`src/opdec_params.svh`:
```
/*
 * Opcode patterns, field positions and cycle counts for the load and
 * multiply instruction decoder.
 * Assumes it is included by its bare name from the decoder source.
 */
`ifndef OPDEC_PARAMS_SVH
`define OPDEC_PARAMS_SVH

// Upper-byte opcode patterns.
`define PAT_ACC_LOW_SHORT 8'hB9
`define PAT_ACC_HIGH_ZERO 8'h6A
`define PAT_ACC_LOW_ZERO 8'h69
`define PAT_ACC_TSHIFT 8'h6B
`define PAT_PAGE_MEM 8'h0D
`define PAT_STATUS_ZERO 8'h0E
`define PAT_STATUS_ONE 8'h0F
`define PAT_HIGH_PRODUCT 8'h75
`define PAT_FACTOR 8'h73
`define PAT_FACTOR_ACCUM 8'h70
`define PAT_FACTOR_MOVE 8'h72
`define PAT_FACTOR_PRODUCT 8'h71
`define PAT_FACTOR_SUB 8'h74
`define PAT_MULT_SUM 8'hA2
`define PAT_MULT_SUM_MOVE 8'hA3
`define PAT_AUX_PTR 8'h8B
`define PAT_MULTIPLY 8'h54
`define PAT_MULTIPLY_U 8'h55
`define PAT_MULTIPLY_ADD 8'h50
`define PAT_MULTIPLY_SUB 8'h51
`define PAT_ALIGN 8'hA0
`define PAT_OR_MEM 8'h6D
`define PAT_EXT_BF 8'hBF
`define PAT_EXT_BE 8'hBE

// Lower-byte patterns under the pointer and extended prefixes.
`define LO_NO_OP 8'h00
`define LO_AUX_SELECT 5'h11
`define LO_AUX_LONG 5'h01
`define LO_OR_SHIFT 4'hC
`define LO_OR_SHIFT16 8'h82
`define LO_PRODUCT_ACC 8'h03
`define LO_NEGATE 8'h02
`define LO_NMI 8'h52

// Short prefixes that span less than the upper byte.
`define PRE_MULT_IMM 3'h6
`define PRE_PAGE_IMM 7'h5E
`define PRE_AUX_SHORT 5'h16
`define PRE_AUX_MEM 5'h00

// Memory-operand field: bit 7 picks indirect addressing.
`define FLD_INDIRECT 7

// Instruction lengths in words and execution counts in cycles.
`define WORDS_ONE 2'h1
`define WORDS_TWO 2'h2
`define CYC_ONE 3'h1
`define CYC_TWO 3'h2
`define CYC_THREE 3'h3
`define CYC_FOUR 3'h4

`endif

```
`src/opdec_pkg.sv`:
```
/*
 * Types shared by the load and multiply instruction decoder.
 * Assumes nothing beyond a SystemVerilog compiler.
 */
`default_nettype none

package opdec_pkg;

	// Decoded operation handed to the execution units.
	typedef enum logic [5:0] {
		op_none,
		load_acc_low_short_imm,
		load_acc_high_zero_low,
		load_acc_low_zero_high,
		load_acc_tshift,
		aux_reg_load_mem,
		aux_reg_load_short,
		aux_reg_load_long,
		page_ptr_load_mem,
		page_ptr_load_imm,
		high_product_load,
		status_word_zero_load,
		status_word_one_load,
		factor_reg_load,
		factor_load_accum,
		factor_load_accum_move,
		factor_load_product_move,
		factor_load_subtract,
		mult_sum_prog_operand,
		mult_sum_data_move,
		aux_ptr_select,
		aux_ptr_modify,
		no_op,
		multiply_reg_by_data,
		multiply_no_sign,
		multiply_imm,
		multiply_add_prior,
		multiply_sub_prior,
		acc_leading_bit_align,
		or_mem,
		or_imm_shift,
		or_imm_shift16,
		product_to_acc,
		acc_twos_complement,
		nmi_raise,
		op_illegal
	} op_t;

	// Fetch sequencer states.
	typedef enum logic [0:0] {
		fetch_first,
		fetch_second
	} fetch_t;

endpackage

`default_nettype wire

```
`src/opdec.sv`:
```
/*
 * Decoder for the load, multiplicand, multiply, normalize, OR and
 * product-transfer slice of a 16-bit fixed-point core's instruction set.
 * Assumes instruction words arrive from program memory on the same clock,
 * one word per cycle when word_valid is high and word_ready was high.
 */
`timescale 1ns/1ps
`default_nettype none

`include "opdec_params.svh"

module opdec
(
	input wire logic mclk,
	input wire logic rst,
	input wire logic [15:0] word_in,
	input wire logic word_valid,
	output logic word_ready_reg,
	output logic issue_reg,
	output opdec_pkg::op_t op_reg,
	output logic [1:0] words_reg,
	output logic [2:0] cycles_reg,
	output logic mem_operand_reg,
	output logic indirect_reg,
	output logic [6:0] addr_field_reg,
	output logic [2:0] aux_reg_select_reg,
	output logic [15:0] imm_const_bits_reg,
	output logic [3:0] shift_count_field_reg,
	output logic illegal_reg
);
	import opdec_pkg::*;

	logic [7:0] hi;
	logic [7:0] lo;
	logic take;
	op_t dec_op;
	logic [1:0] dec_words;
	logic [2:0] dec_cycles;
	logic dec_mem;
	logic [15:0] dec_imm;
	fetch_t st_reg;
	fetch_t st_next;
	op_t pend_op_reg;
	logic [2:0] pend_cycles_reg;
	logic [7:0] pend_lo_reg;
	logic issue_next;
	logic [2:0] busy_reg;
	logic [2:0] busy_next;

	assign hi = word_in[15:8];
	assign lo = word_in[7:0];
	assign take = word_valid && word_ready_reg;

	// Pattern match on a first word. Shorter prefixes are tested ahead of the
	// byte table because their constant bits overlap several upper bytes.
	always_comb
	begin
		dec_op = op_illegal;
		dec_words = `WORDS_ONE;
		dec_cycles = `CYC_ONE;
		dec_mem = 1'b0;
		dec_imm = {8'h00, lo};
		if (word_in[15:13] == `PRE_MULT_IMM)
		begin
			dec_op = multiply_imm;
			dec_imm = {{3{word_in[12]}}, word_in[12:0]};
		end
		else if (word_in[15:9] == `PRE_PAGE_IMM)
		begin
			dec_op = page_ptr_load_imm;
			dec_cycles = `CYC_TWO;
			dec_imm = {7'h00, word_in[8:0]};
		end
		else if (word_in[15:11] == `PRE_AUX_SHORT)
		begin
			dec_op = aux_reg_load_short;
			dec_cycles = `CYC_TWO;
		end
		else if (word_in[15:11] == `PRE_AUX_MEM)
		begin
			dec_op = aux_reg_load_mem;
			dec_cycles = `CYC_TWO;
			dec_mem = 1'b1;
		end
		else
		begin
			unique case (hi)
				`PAT_ACC_LOW_SHORT: dec_op = load_acc_low_short_imm;
				`PAT_ACC_HIGH_ZERO: dec_op = load_acc_high_zero_low;
				`PAT_ACC_LOW_ZERO: dec_op = load_acc_low_zero_high;
				`PAT_ACC_TSHIFT: dec_op = load_acc_tshift;
				`PAT_PAGE_MEM:
				begin
					dec_op = page_ptr_load_mem;
					dec_cycles = `CYC_TWO;
				end
				`PAT_STATUS_ZERO, `PAT_STATUS_ONE:
				begin
					dec_op = (hi[0]) ? status_word_one_load
						: status_word_zero_load;
					dec_cycles = `CYC_TWO;
				end
				`PAT_HIGH_PRODUCT: dec_op = high_product_load;
				`PAT_FACTOR: dec_op = factor_reg_load;
				`PAT_FACTOR_ACCUM: dec_op = factor_load_accum;
				`PAT_FACTOR_MOVE: dec_op = factor_load_accum_move;
				`PAT_FACTOR_PRODUCT: dec_op = factor_load_product_move;
				`PAT_FACTOR_SUB: dec_op = factor_load_subtract;
				`PAT_MULT_SUM, `PAT_MULT_SUM_MOVE:
				begin
					dec_op = (hi[0]) ? mult_sum_data_move
						: mult_sum_prog_operand;
					dec_words = `WORDS_TWO;
					dec_cycles = `CYC_THREE;
				end
				`PAT_AUX_PTR:
				begin
					if (lo == `LO_NO_OP)
						dec_op = no_op;
					else if (lo[7:3] == `LO_AUX_SELECT)
						dec_op = aux_ptr_select;
					else
						dec_op = aux_ptr_modify;
				end
				`PAT_MULTIPLY, `PAT_MULTIPLY_U:
					dec_op = (hi[0]) ? multiply_no_sign
						: multiply_reg_by_data;
				`PAT_MULTIPLY_ADD: dec_op = multiply_add_prior;
				`PAT_MULTIPLY_SUB: dec_op = multiply_sub_prior;
				`PAT_ALIGN: dec_op = acc_leading_bit_align;
				`PAT_OR_MEM: dec_op = or_mem;
				`PAT_EXT_BF:
				begin
					if (lo[7:3] == `LO_AUX_LONG)
					begin
						dec_op = aux_reg_load_long;
						dec_words = `WORDS_TWO;
						dec_cycles = `CYC_TWO;
					end
					else if (lo[7:4] == `LO_OR_SHIFT)
					begin
						dec_op = or_imm_shift;
						dec_words = `WORDS_TWO;
						dec_cycles = `CYC_TWO;
					end
				end
				`PAT_EXT_BE:
				begin
					if (lo == `LO_OR_SHIFT16)
					begin
						dec_op = or_imm_shift16;
						dec_words = `WORDS_TWO;
						dec_cycles = `CYC_TWO;
					end
					else if (lo == `LO_PRODUCT_ACC)
						dec_op = product_to_acc;
					else if (lo == `LO_NEGATE)
						dec_op = acc_twos_complement;
					else if (lo == `LO_NMI)
					begin
						dec_op = nmi_raise;
						dec_cycles = `CYC_FOUR;
					end
				end
				default: dec_op = op_illegal;
			endcase
			// Constant, pointer-select and extended forms read no data word.
			dec_mem = (dec_op != op_illegal) && (dec_op != no_op)
				&& (dec_op != aux_ptr_select)
				&& (hi != `PAT_ACC_LOW_SHORT) && (hi != `PAT_EXT_BF)
				&& (hi != `PAT_EXT_BE);
		end
	end

	// Sequencer: a two-word instruction is held until its second word is in.
	always_comb
	begin
		st_next = st_reg;
		issue_next = 1'b0;
		if (take)
		begin
			unique case (st_reg)
				fetch_first:
				begin
					if (dec_words == `WORDS_TWO)
						st_next = fetch_second;
					else
						issue_next = 1'b1;
				end
				fetch_second:
				begin
					st_next = fetch_first;
					issue_next = 1'b1;
				end
			endcase
		end
	end

	always_ff @(posedge mclk)
	begin
		if (rst)
			st_reg <= fetch_first;
		else
			st_reg <= st_next;
	end

	// First-word state kept while the second word is awaited.
	always_ff @(posedge mclk)
	begin
		if (rst)
		begin
			pend_op_reg <= op_none;
			pend_cycles_reg <= `CYC_ONE;
			pend_lo_reg <= 8'h00;
		end
		else if (take && st_reg == fetch_first)
		begin
			pend_op_reg <= dec_op;
			pend_cycles_reg <= dec_cycles;
			pend_lo_reg <= lo;
		end
	end

	// Remaining execution cycles after issue. The fetch cycles already spent
	// count toward the total, so the stall is cycles minus words.
	always_comb
	begin
		busy_next = busy_reg;
		if (issue_next)
		begin
			if (st_reg == fetch_second)
				busy_next = pend_cycles_reg - {1'b0, `WORDS_TWO};
			else
				busy_next = dec_cycles - {1'b0, `WORDS_ONE};
		end
		else if (busy_reg != 3'h0)
			busy_next = busy_reg - 3'h1;
	end

	always_ff @(posedge mclk)
	begin
		if (rst)
		begin
			busy_reg <= 3'h0;
			word_ready_reg <= 1'b0;
		end
		else
		begin
			busy_reg <= busy_next;
			word_ready_reg <= (busy_next == 3'h0);
		end
	end

	// Issued instruction, one pulse per completed instruction.
	always_ff @(posedge mclk)
	begin
		if (rst)
		begin
			issue_reg <= 1'b0;
			op_reg <= op_none;
			words_reg <= `WORDS_ONE;
			cycles_reg <= `CYC_ONE;
			imm_const_bits_reg <= 16'h0000;
			illegal_reg <= 1'b0;
		end
		else
		begin
			issue_reg <= issue_next;
			if (issue_next && st_reg == fetch_second)
			begin
				op_reg <= pend_op_reg;
				words_reg <= `WORDS_TWO;
				cycles_reg <= pend_cycles_reg;
				imm_const_bits_reg <= word_in;
				illegal_reg <= 1'b0;
			end
			else if (issue_next)
			begin
				op_reg <= dec_op;
				words_reg <= dec_words;
				cycles_reg <= dec_cycles;
				imm_const_bits_reg <= dec_imm;
				illegal_reg <= (dec_op == op_illegal);
			end
		end
	end

	// Operand fields of the issued instruction, from its first word.
	always_ff @(posedge mclk)
	begin
		if (rst)
		begin
			mem_operand_reg <= 1'b0;
			indirect_reg <= 1'b0;
			addr_field_reg <= 7'h00;
			aux_reg_select_reg <= 3'h0;
			shift_count_field_reg <= 4'h0;
		end
		else if (issue_next && st_reg == fetch_second)
		begin
			mem_operand_reg <= (pend_op_reg == mult_sum_prog_operand)
				|| (pend_op_reg == mult_sum_data_move);
			indirect_reg <= pend_lo_reg[`FLD_INDIRECT];
			addr_field_reg <= pend_lo_reg[6:0];
			aux_reg_select_reg <= pend_lo_reg[2:0];
			shift_count_field_reg <= pend_lo_reg[3:0];
		end
		else if (issue_next)
		begin
			mem_operand_reg <= dec_mem;
			indirect_reg <= lo[`FLD_INDIRECT];
			addr_field_reg <= lo[6:0];
			if (dec_op == aux_ptr_select)
				aux_reg_select_reg <= lo[2:0];
			else
				aux_reg_select_reg <= hi[2:0];
			shift_count_field_reg <= lo[3:0];
		end
	end

endmodule

`default_nettype wire

```
`config.mk`:
```
export PLATFORM = sky130hd
export DESIGN_NAME = opdec
export DESIGN_NICKNAME = d
export VERILOG_FILES = /design/src/opdec_pkg.sv /design/src/opdec.sv
export VERILOG_INCLUDE_DIRS = /design/src
export SDC_FILE = /design/constraint.sdc
export NUM_CORES = 1
export LEC_CHECK = 0
export BUFFER_PORTS_ARGS = -buffer_cell sky130_fd_sc_hd__buf_2
export CORE_UTILIZATION = 30
export DETAILED_ROUTE_END_ITERATION = 10
export SYNTH_ARGS = -nofsm -noshare
export SYNTH_HDL_FRONTEND = slang
export SYNTH_SLANG_ARGS = --single-unit
```
`constraint.sdc`:
```
create_clock -name mclk -period 3.3 [get_ports mclk]
set_input_delay 0.495 -clock mclk [delete_from_list [all_inputs] [get_ports mclk]]
set_output_delay 0.495 -clock mclk [all_outputs]
set_load 0.05 [all_outputs]
```
-- Word-level counts from Yosys, hierarchy flattened
Index checks and enable logic that the tools add are counted.
- flip-flop bits (word level): 67
- input port bits: 19
- muxes and demuxes: 72
- reduce and logical (&&, ||, !) cells: 19
- add/sub/neg operators: 3
- eq/ne operators: 45
- bitwise gates (word level): 1
- operators by type and width (kind ; number):
    6-bit one-hot mux with 21 select lines ; 1
    8-bit by 7-bit == test with 1-bit output, second input constant ; 15
    6-bit two-way mux ; 13
    8-bit == test, second input constant ; 8
    3-bit two-way mux ; 17
    16-bit two-way mux ; 3
    2-bit two-way mux ; 14
    8-bit by 4-bit == test with 1-bit output, second input constant ; 3
    8-bit != test, second input constant ; 3
    6-bit by 5-bit == test with 1-bit output, second input constant ; 3
    8-bit by 2-bit == test with 1-bit output, second input constant ; 2
    1-bit two-way mux ; 14
    7-bit two-way mux ; 2
    4-bit two-way mux ; 3
    6-bit by 5-bit != test with 1-bit output, second input constant ; 2
    3-bit one-hot mux with 4 select lines ; 1
    5-bit == test, second input constant ; 2
    9-bit two-way mux ; 1
    1-bit logical AND ; 8
    8-bit logical NOT ; 1
    2-bit OR reduction ; 4
    7-bit == test, second input constant ; 1
    6-bit == test, second input constant ; 1
    6-bit != test, second input constant ; 1
    15 further kinds ; 17

-- Depth between registers and ports, before layout
- depth after elaboration: 22
- gate-level depth with buffers: 12
- mapped depth without buffers: 10

-- Worst setup path before layout
No wires, ideal clock.
- kind: input to register
- start: input port word_in[13]
- end: register word_ready_reg
- data required time: 3208 ps
- path slack: 526 ps
- stages on the path: 12
- arrival: 2682 ps
- cells stage by stage: buf_2 -> buf_2 -> nor4_2 -> a31oi_1 -> a221oi_1 -> nand2_1 -> a32oi_1 -> ha_1 -> xor2_1 -> o21ai_0 -> a21oi_1 -> nor4_1
- cells in the longest elaborated chain, start to end: 13
- elaborated cells between the ends (all ways): 31
- those cells by class: add/sub: 1; eq/ne: 11; mux: 15; reduce/logical: 4
- RTL lines (what ; RTL line ; source):
    from (decl) ; opdec.sv:16 ; input wire logic [15:0] word_in,
    8-bit == test ; opdec.sv:87 ; unique case (hi)
    2-bit OR reduction ; opdec.sv:87 ;
    2-bit one-hot mux with 3 select lines ; opdec.sv:87 ;
    2-bit two-way mux ; opdec.sv:79 ; else if (word_in[15:11] == `PRE_AUX_MEM)
    2-bit two-way mux ; opdec.sv:74 ; else if (word_in[15:11] == `PRE_AUX_SHORT)
    2-bit two-way mux ; opdec.sv:68 ; else if (word_in[15:9] == `PRE_PAGE_IMM)
    2-bit two-way mux ; opdec.sv:63 ; if (word_in[15:13] == `PRE_MULT_IMM)
    2-bit == test (no source line) ; n/a ;
    1-bit two-way mux ; opdec.sv:185 ; if (dec_words == `WORDS_TWO)
    1-bit one-hot mux with 2 select lines ; opdec.sv:182 ; unique case (st_reg)
    1-bit two-way mux ; opdec.sv:180 ; if (take)
    3-bit two-way mux (*) ; opdec.sv:229 ; if (issue_next)
    3-bit logical NOT (*) ; opdec.sv:250 ; word_ready_reg <= (busy_next == 3'h0);
    to (signal assigned) ; opdec.sv:250 ;
    to (decl) ; opdec.sv:18 ; output logic word_ready_reg,
Every way passes the cells marked *; elsewhere a longest branch is shown, timed or not.
A chain may end at the register's enable or synchronous reset.

-- Final worst setup path
- start: input port word_in[0]
- end: register word_ready_reg
- cells in the longest elaborated chain, start to end: 14
- elaborated cells between the ends (all ways): 27
- those cells by class: add/sub: 1; eq/ne: 5; mux: 20; reduce/logical: 1
- RTL lines (what ; RTL line ; source):
    8-bit by 7-bit == test with 1-bit output (no source line) ; n/a ;
    3-bit two-way mux ; opdec.sv:159 ; else if (lo == `LO_NMI)
    3-bit two-way mux ; opdec.sv:157 ; else if (lo == `LO_NEGATE)
    3-bit two-way mux ; opdec.sv:155 ; else if (lo == `LO_PRODUCT_ACC)
    3-bit two-way mux ; opdec.sv:149 ; if (lo == `LO_OR_SHIFT16)
    3-bit one-hot mux with 4 select lines ; opdec.sv:87 ;
    3-bit two-way mux ; opdec.sv:79 ;
    3-bit two-way mux ; opdec.sv:74 ;
    3-bit two-way mux ; opdec.sv:68 ;
    3-bit two-way mux ; opdec.sv:63 ;
    3-bit by 1-bit subtractor with 3-bit output ; opdec.sv:234 ; busy_next = dec_cycles - {1'b0, `WORDS_ONE};
    3-bit two-way mux ; opdec.sv:231 ; if (st_reg == fetch_second)
    3-bit two-way mux (*) ; opdec.sv:229 ;
    3-bit logical NOT (*) ; opdec.sv:250 ;
Marked as above.

==> metrics.yaml <==
clock_tree:
  clk_latency_ns: 0.32
  cts_sinks: 63
  htree_levels: 3
  clock_tree.root_cell: "clkbuf_16"
  ctsHoldBuffers: 0
  cts_tree: "yes"
  cts_made_buffers: 9
  postCtsSetupRepairBufs: 0
  cts_resized: 0
  clk_pin_slew_worst_paths_ns: 0.05
  cts_buffer_depth: 2
final_layout:
  final_common_cell: "nand2_1"
  nets: 546
  register_area_um2: 1260
  stdcell_area_um2: 4410
  num_antenna_cells: 0
  multiInputGateArea_um2: 2190
  utilization: 0.367
  syn_to_final_growth_pct: 19.5
  mostFrequentLayoutCells: "88 x nand2_1, 64 x buf_2, 63 x dfxtp_1, 51 x a21oi_1, 39 x nor2_1"
  largest_reg_flops: 16
  fillCellCount: 1271
  final_layout_size_suffix_gt1_frac: 0.208
place:
  dpl_cell_area_um2: 4080
  gp_congestion: 0.889
  port_buffers: 64
  place.detailed.hpwl_um: 8030
die:
  boundaryPins: 65
  core_um2: 12000
  rows: 40
  die_w_um: 113
  fp.dieH_um: 113
  initial_utilization: 0.307
  dieArea_um2: 12800
power_and_ir_drop:
  pwr-share-comb: 0.247
  swShare: 0.312
  peakVddDrop_uv: 421
  finalPower_mw: 2.51
  p_leak_nw: 1.66
  pwr-share-seq: 0.345
  power_density_nw_per_um2: 570
  switching_power_mw: 0.783
  intPower_mw: 1.73
  clkPwrFrac: 0.408
global_routing:
  grt_first_pass_wirelength_um: 18500
  antenna_found_initial: 0
  grt_max_degree: 44
  first_global_vias: 3617
  grt_overflow: 0
  track_usage: 0.180
routing:
  vias: 3813
  postRouteAntennaNets: 0
  dr.pass1.iters: 5
  wire_per_inst_um: 16.8
  finalWirelength_um: 11400
  drtIter0Drc: 261
  drc_errors: 0
  via_per_inst: 5.64
timing:
  worst_slew_margin_rel: 0.589
  finalCritPeriodShare: 0.849
  tightest_slew_ns: 0.617
  fmax_mhz: 357
  final.setup_skew_ns: 0.00485
  maxSlewViolCount: 0
  setup_tns_ns: 0
  report.final.hold_viol_count: 0
  finalSetupViolCount: 0
  rsz0062_at_grt: "false"
  fin_crit_ns: 2.80
synth:
  avgSynthCellArea_um2: 7.64
  synth-async-reset-ratio: 0
  syn-num-nets: 505
  syn_area_um2: 3690
  ys_ff_latch: 63
  ys_types: 69
  synth_edf_count: 0
  synth_ff_type: "dfxtp_1"
  yosysSeqAreaShare: 0.342
  yosysWarnings: 0
  syn_inst: 483
status:
  run_status: "finished, final reports clean"
critical_path:
  cp-end-kind: "flop"
  worstReg2RegEnd: "aux_reg_select_reg[1]$_SDFFE_PP0P_"
  cp.arrival_ns: 3.03
  crit_start: "word_in[0]"
  startpoint_type: "input pin"
  required_ns: 3.53
  r2r_start: "st_reg$_SDFFE_PP0P_"
  critPathKind: "in2reg"
  r2r_slack_ns: 1.16
  cp_max_fo: 7
  setup.worst_path.end: "word_ready_reg$_SDFF_PP0_"
  reg2reg_depth: 5
job:
  maxCapViolations: 0
hold_path:
  worstHoldPathType: "reg2reg"
==> worst max-delay path, stage by stage <==
cell and delay (ns):
buf_2 0.15, nor4b_2 0.54, a311oi_2 0.23, a221oi_1 0.38, nand2_1 0.08, a32oi_1 0.35
ha_1 0.23, xor2_1 0.06, o21ai_0 0.15, a21oi_1 0.11, nor4_1 0.24
==> synth_stat cells, types with 4 or more instances <==
| master | n | area share |
|---|---|---|
| a211oi_1 | 9 | 0.018 |
| o211ai_1 | 8 | 0.016 |
| nand3_1 | 18 | 0.024 |
| and3_1 | 5 | 0.0085 |
| clkbuf_1 | 21 | 0.021 |
| nor2b_1 | 4 | 0.0068 |
| buf_4 | 7 | 0.014 |
| o21ai_0 | 14 | 0.019 |
| a21oi_1 | 51 | 0.069 |
| nor4b_1 | 4 | 0.0095 |
| nor4_1 | 7 | 0.012 |
| dfxtp_1 | 63 | 0.34 |
| inv_1 | 6 | 0.0061 |
| nor3_1 | 16 | 0.022 |
| nand2_1 | 88 | 0.089 |
| nand4b_1 | 4 | 0.0095 |
| nor2_1 | 39 | 0.040 |
| a221oi_1 | 4 | 0.0095 |
| nand2b_1 | 9 | 0.015 |
| and2_1 | 6 | 0.010 |
| a311oi_1 | 6 | 0.014 |
| buf_2 | 14 | 0.019 |
==> area by class of cell <==
class	count	area share
inverters	6	0.00511
repair buffers	77	0.0976
clock buffers	13	0.0590
multi-input cells	367	0.496
clock inverters	3	0.0148
flip-flops and latches	63	0.286
well taps	147	0.0417
==> metal layers <==
metal | wire (um) | vias to the layer above | global-route usage
met4 | 212 | 0 | 0.0588
met5 | 0 | - | 0
met2 | 5290 | 139 | 0.295
met1 | 5310 | 1828 | 0.241
li1 | - | 1829 | -
met3 | 570 | 17 | 0.0279
==> logic make-up (layout without fill, tap and decap cells) <==
kind of cell	Yosys count	in the layout	share of synthesized area
mux	1	1	0.00271
compound gates	127	127	0.237
xor+xnor	5	5	0.0119
simple gates	231	231	0.327
flops	63	63	0.342
buf+inv	53	99	0.0698
fa+ha+maj	3	3	0.0102
==> worst min-delay path by stage <==
stage | cells after the start | slack (ns) | from | endpoint
after floorplan | 2 | 0.43 | pend_lo_reg[0]$_SDFFE_PP0P_ | pend_lo_reg[0]$_SDFFE_PP0P_
after global placement | 2 | 0.44 | imm_const_bits_reg[13]$_SDFFE_PP0P_ | imm_const_bits_reg[13]$_SDFFE_PP0P_
after detailed placement | 2 | 0.44 | pend_lo_reg[0]$_SDFFE_PP0P_ | pend_lo_reg[0]$_SDFFE_PP0P_
after CTS | 2 | 0.45 | pend_lo_reg[0]$_SDFFE_PP0P_ | pend_lo_reg[0]$_SDFFE_PP0P_
after global routing | 2 | 0.47 | imm_const_bits_reg[10]$_SDFFE_PP0P_ | imm_const_bits_reg[10]$_SDFFE_PP0P_
final | 2 | 0.45 | imm_const_bits_reg[0]$_SDFFE_PP0P_ | imm_const_bits_reg[0]$_SDFFE_PP0P_
==> through the flow <==
| stage | instances | setup slack, ns | hold WS (ns) |
|---|---|---|---|
| 3_5_place_dp | 660 | 0.200 | 0.443 |
| 4_1_cts | 676 | 0.530 | 0.450 |
| 5_1_grt | 676 | 0.0596 | 0.468 |
| 2_1_floorplan | 483 | 0.526 | 0.432 |
| 6_report | 676 | 0.498 | 0.449 |
| 3_3_place_gp | 660 | 0.250 | 0.439 |
==> power groups by stage <==
stage               clock (mW)  combinational [mW]  sequential, mW
global route              1.08               0.677           0.875
floorplan                    0               0.356           0.997
detailed placement           0               0.617           0.883
finish                    1.02               0.620           0.868
global placement             0               0.603           0.881
CTS                       1.03               0.621           0.867
(Power assumes the default switching activity.)
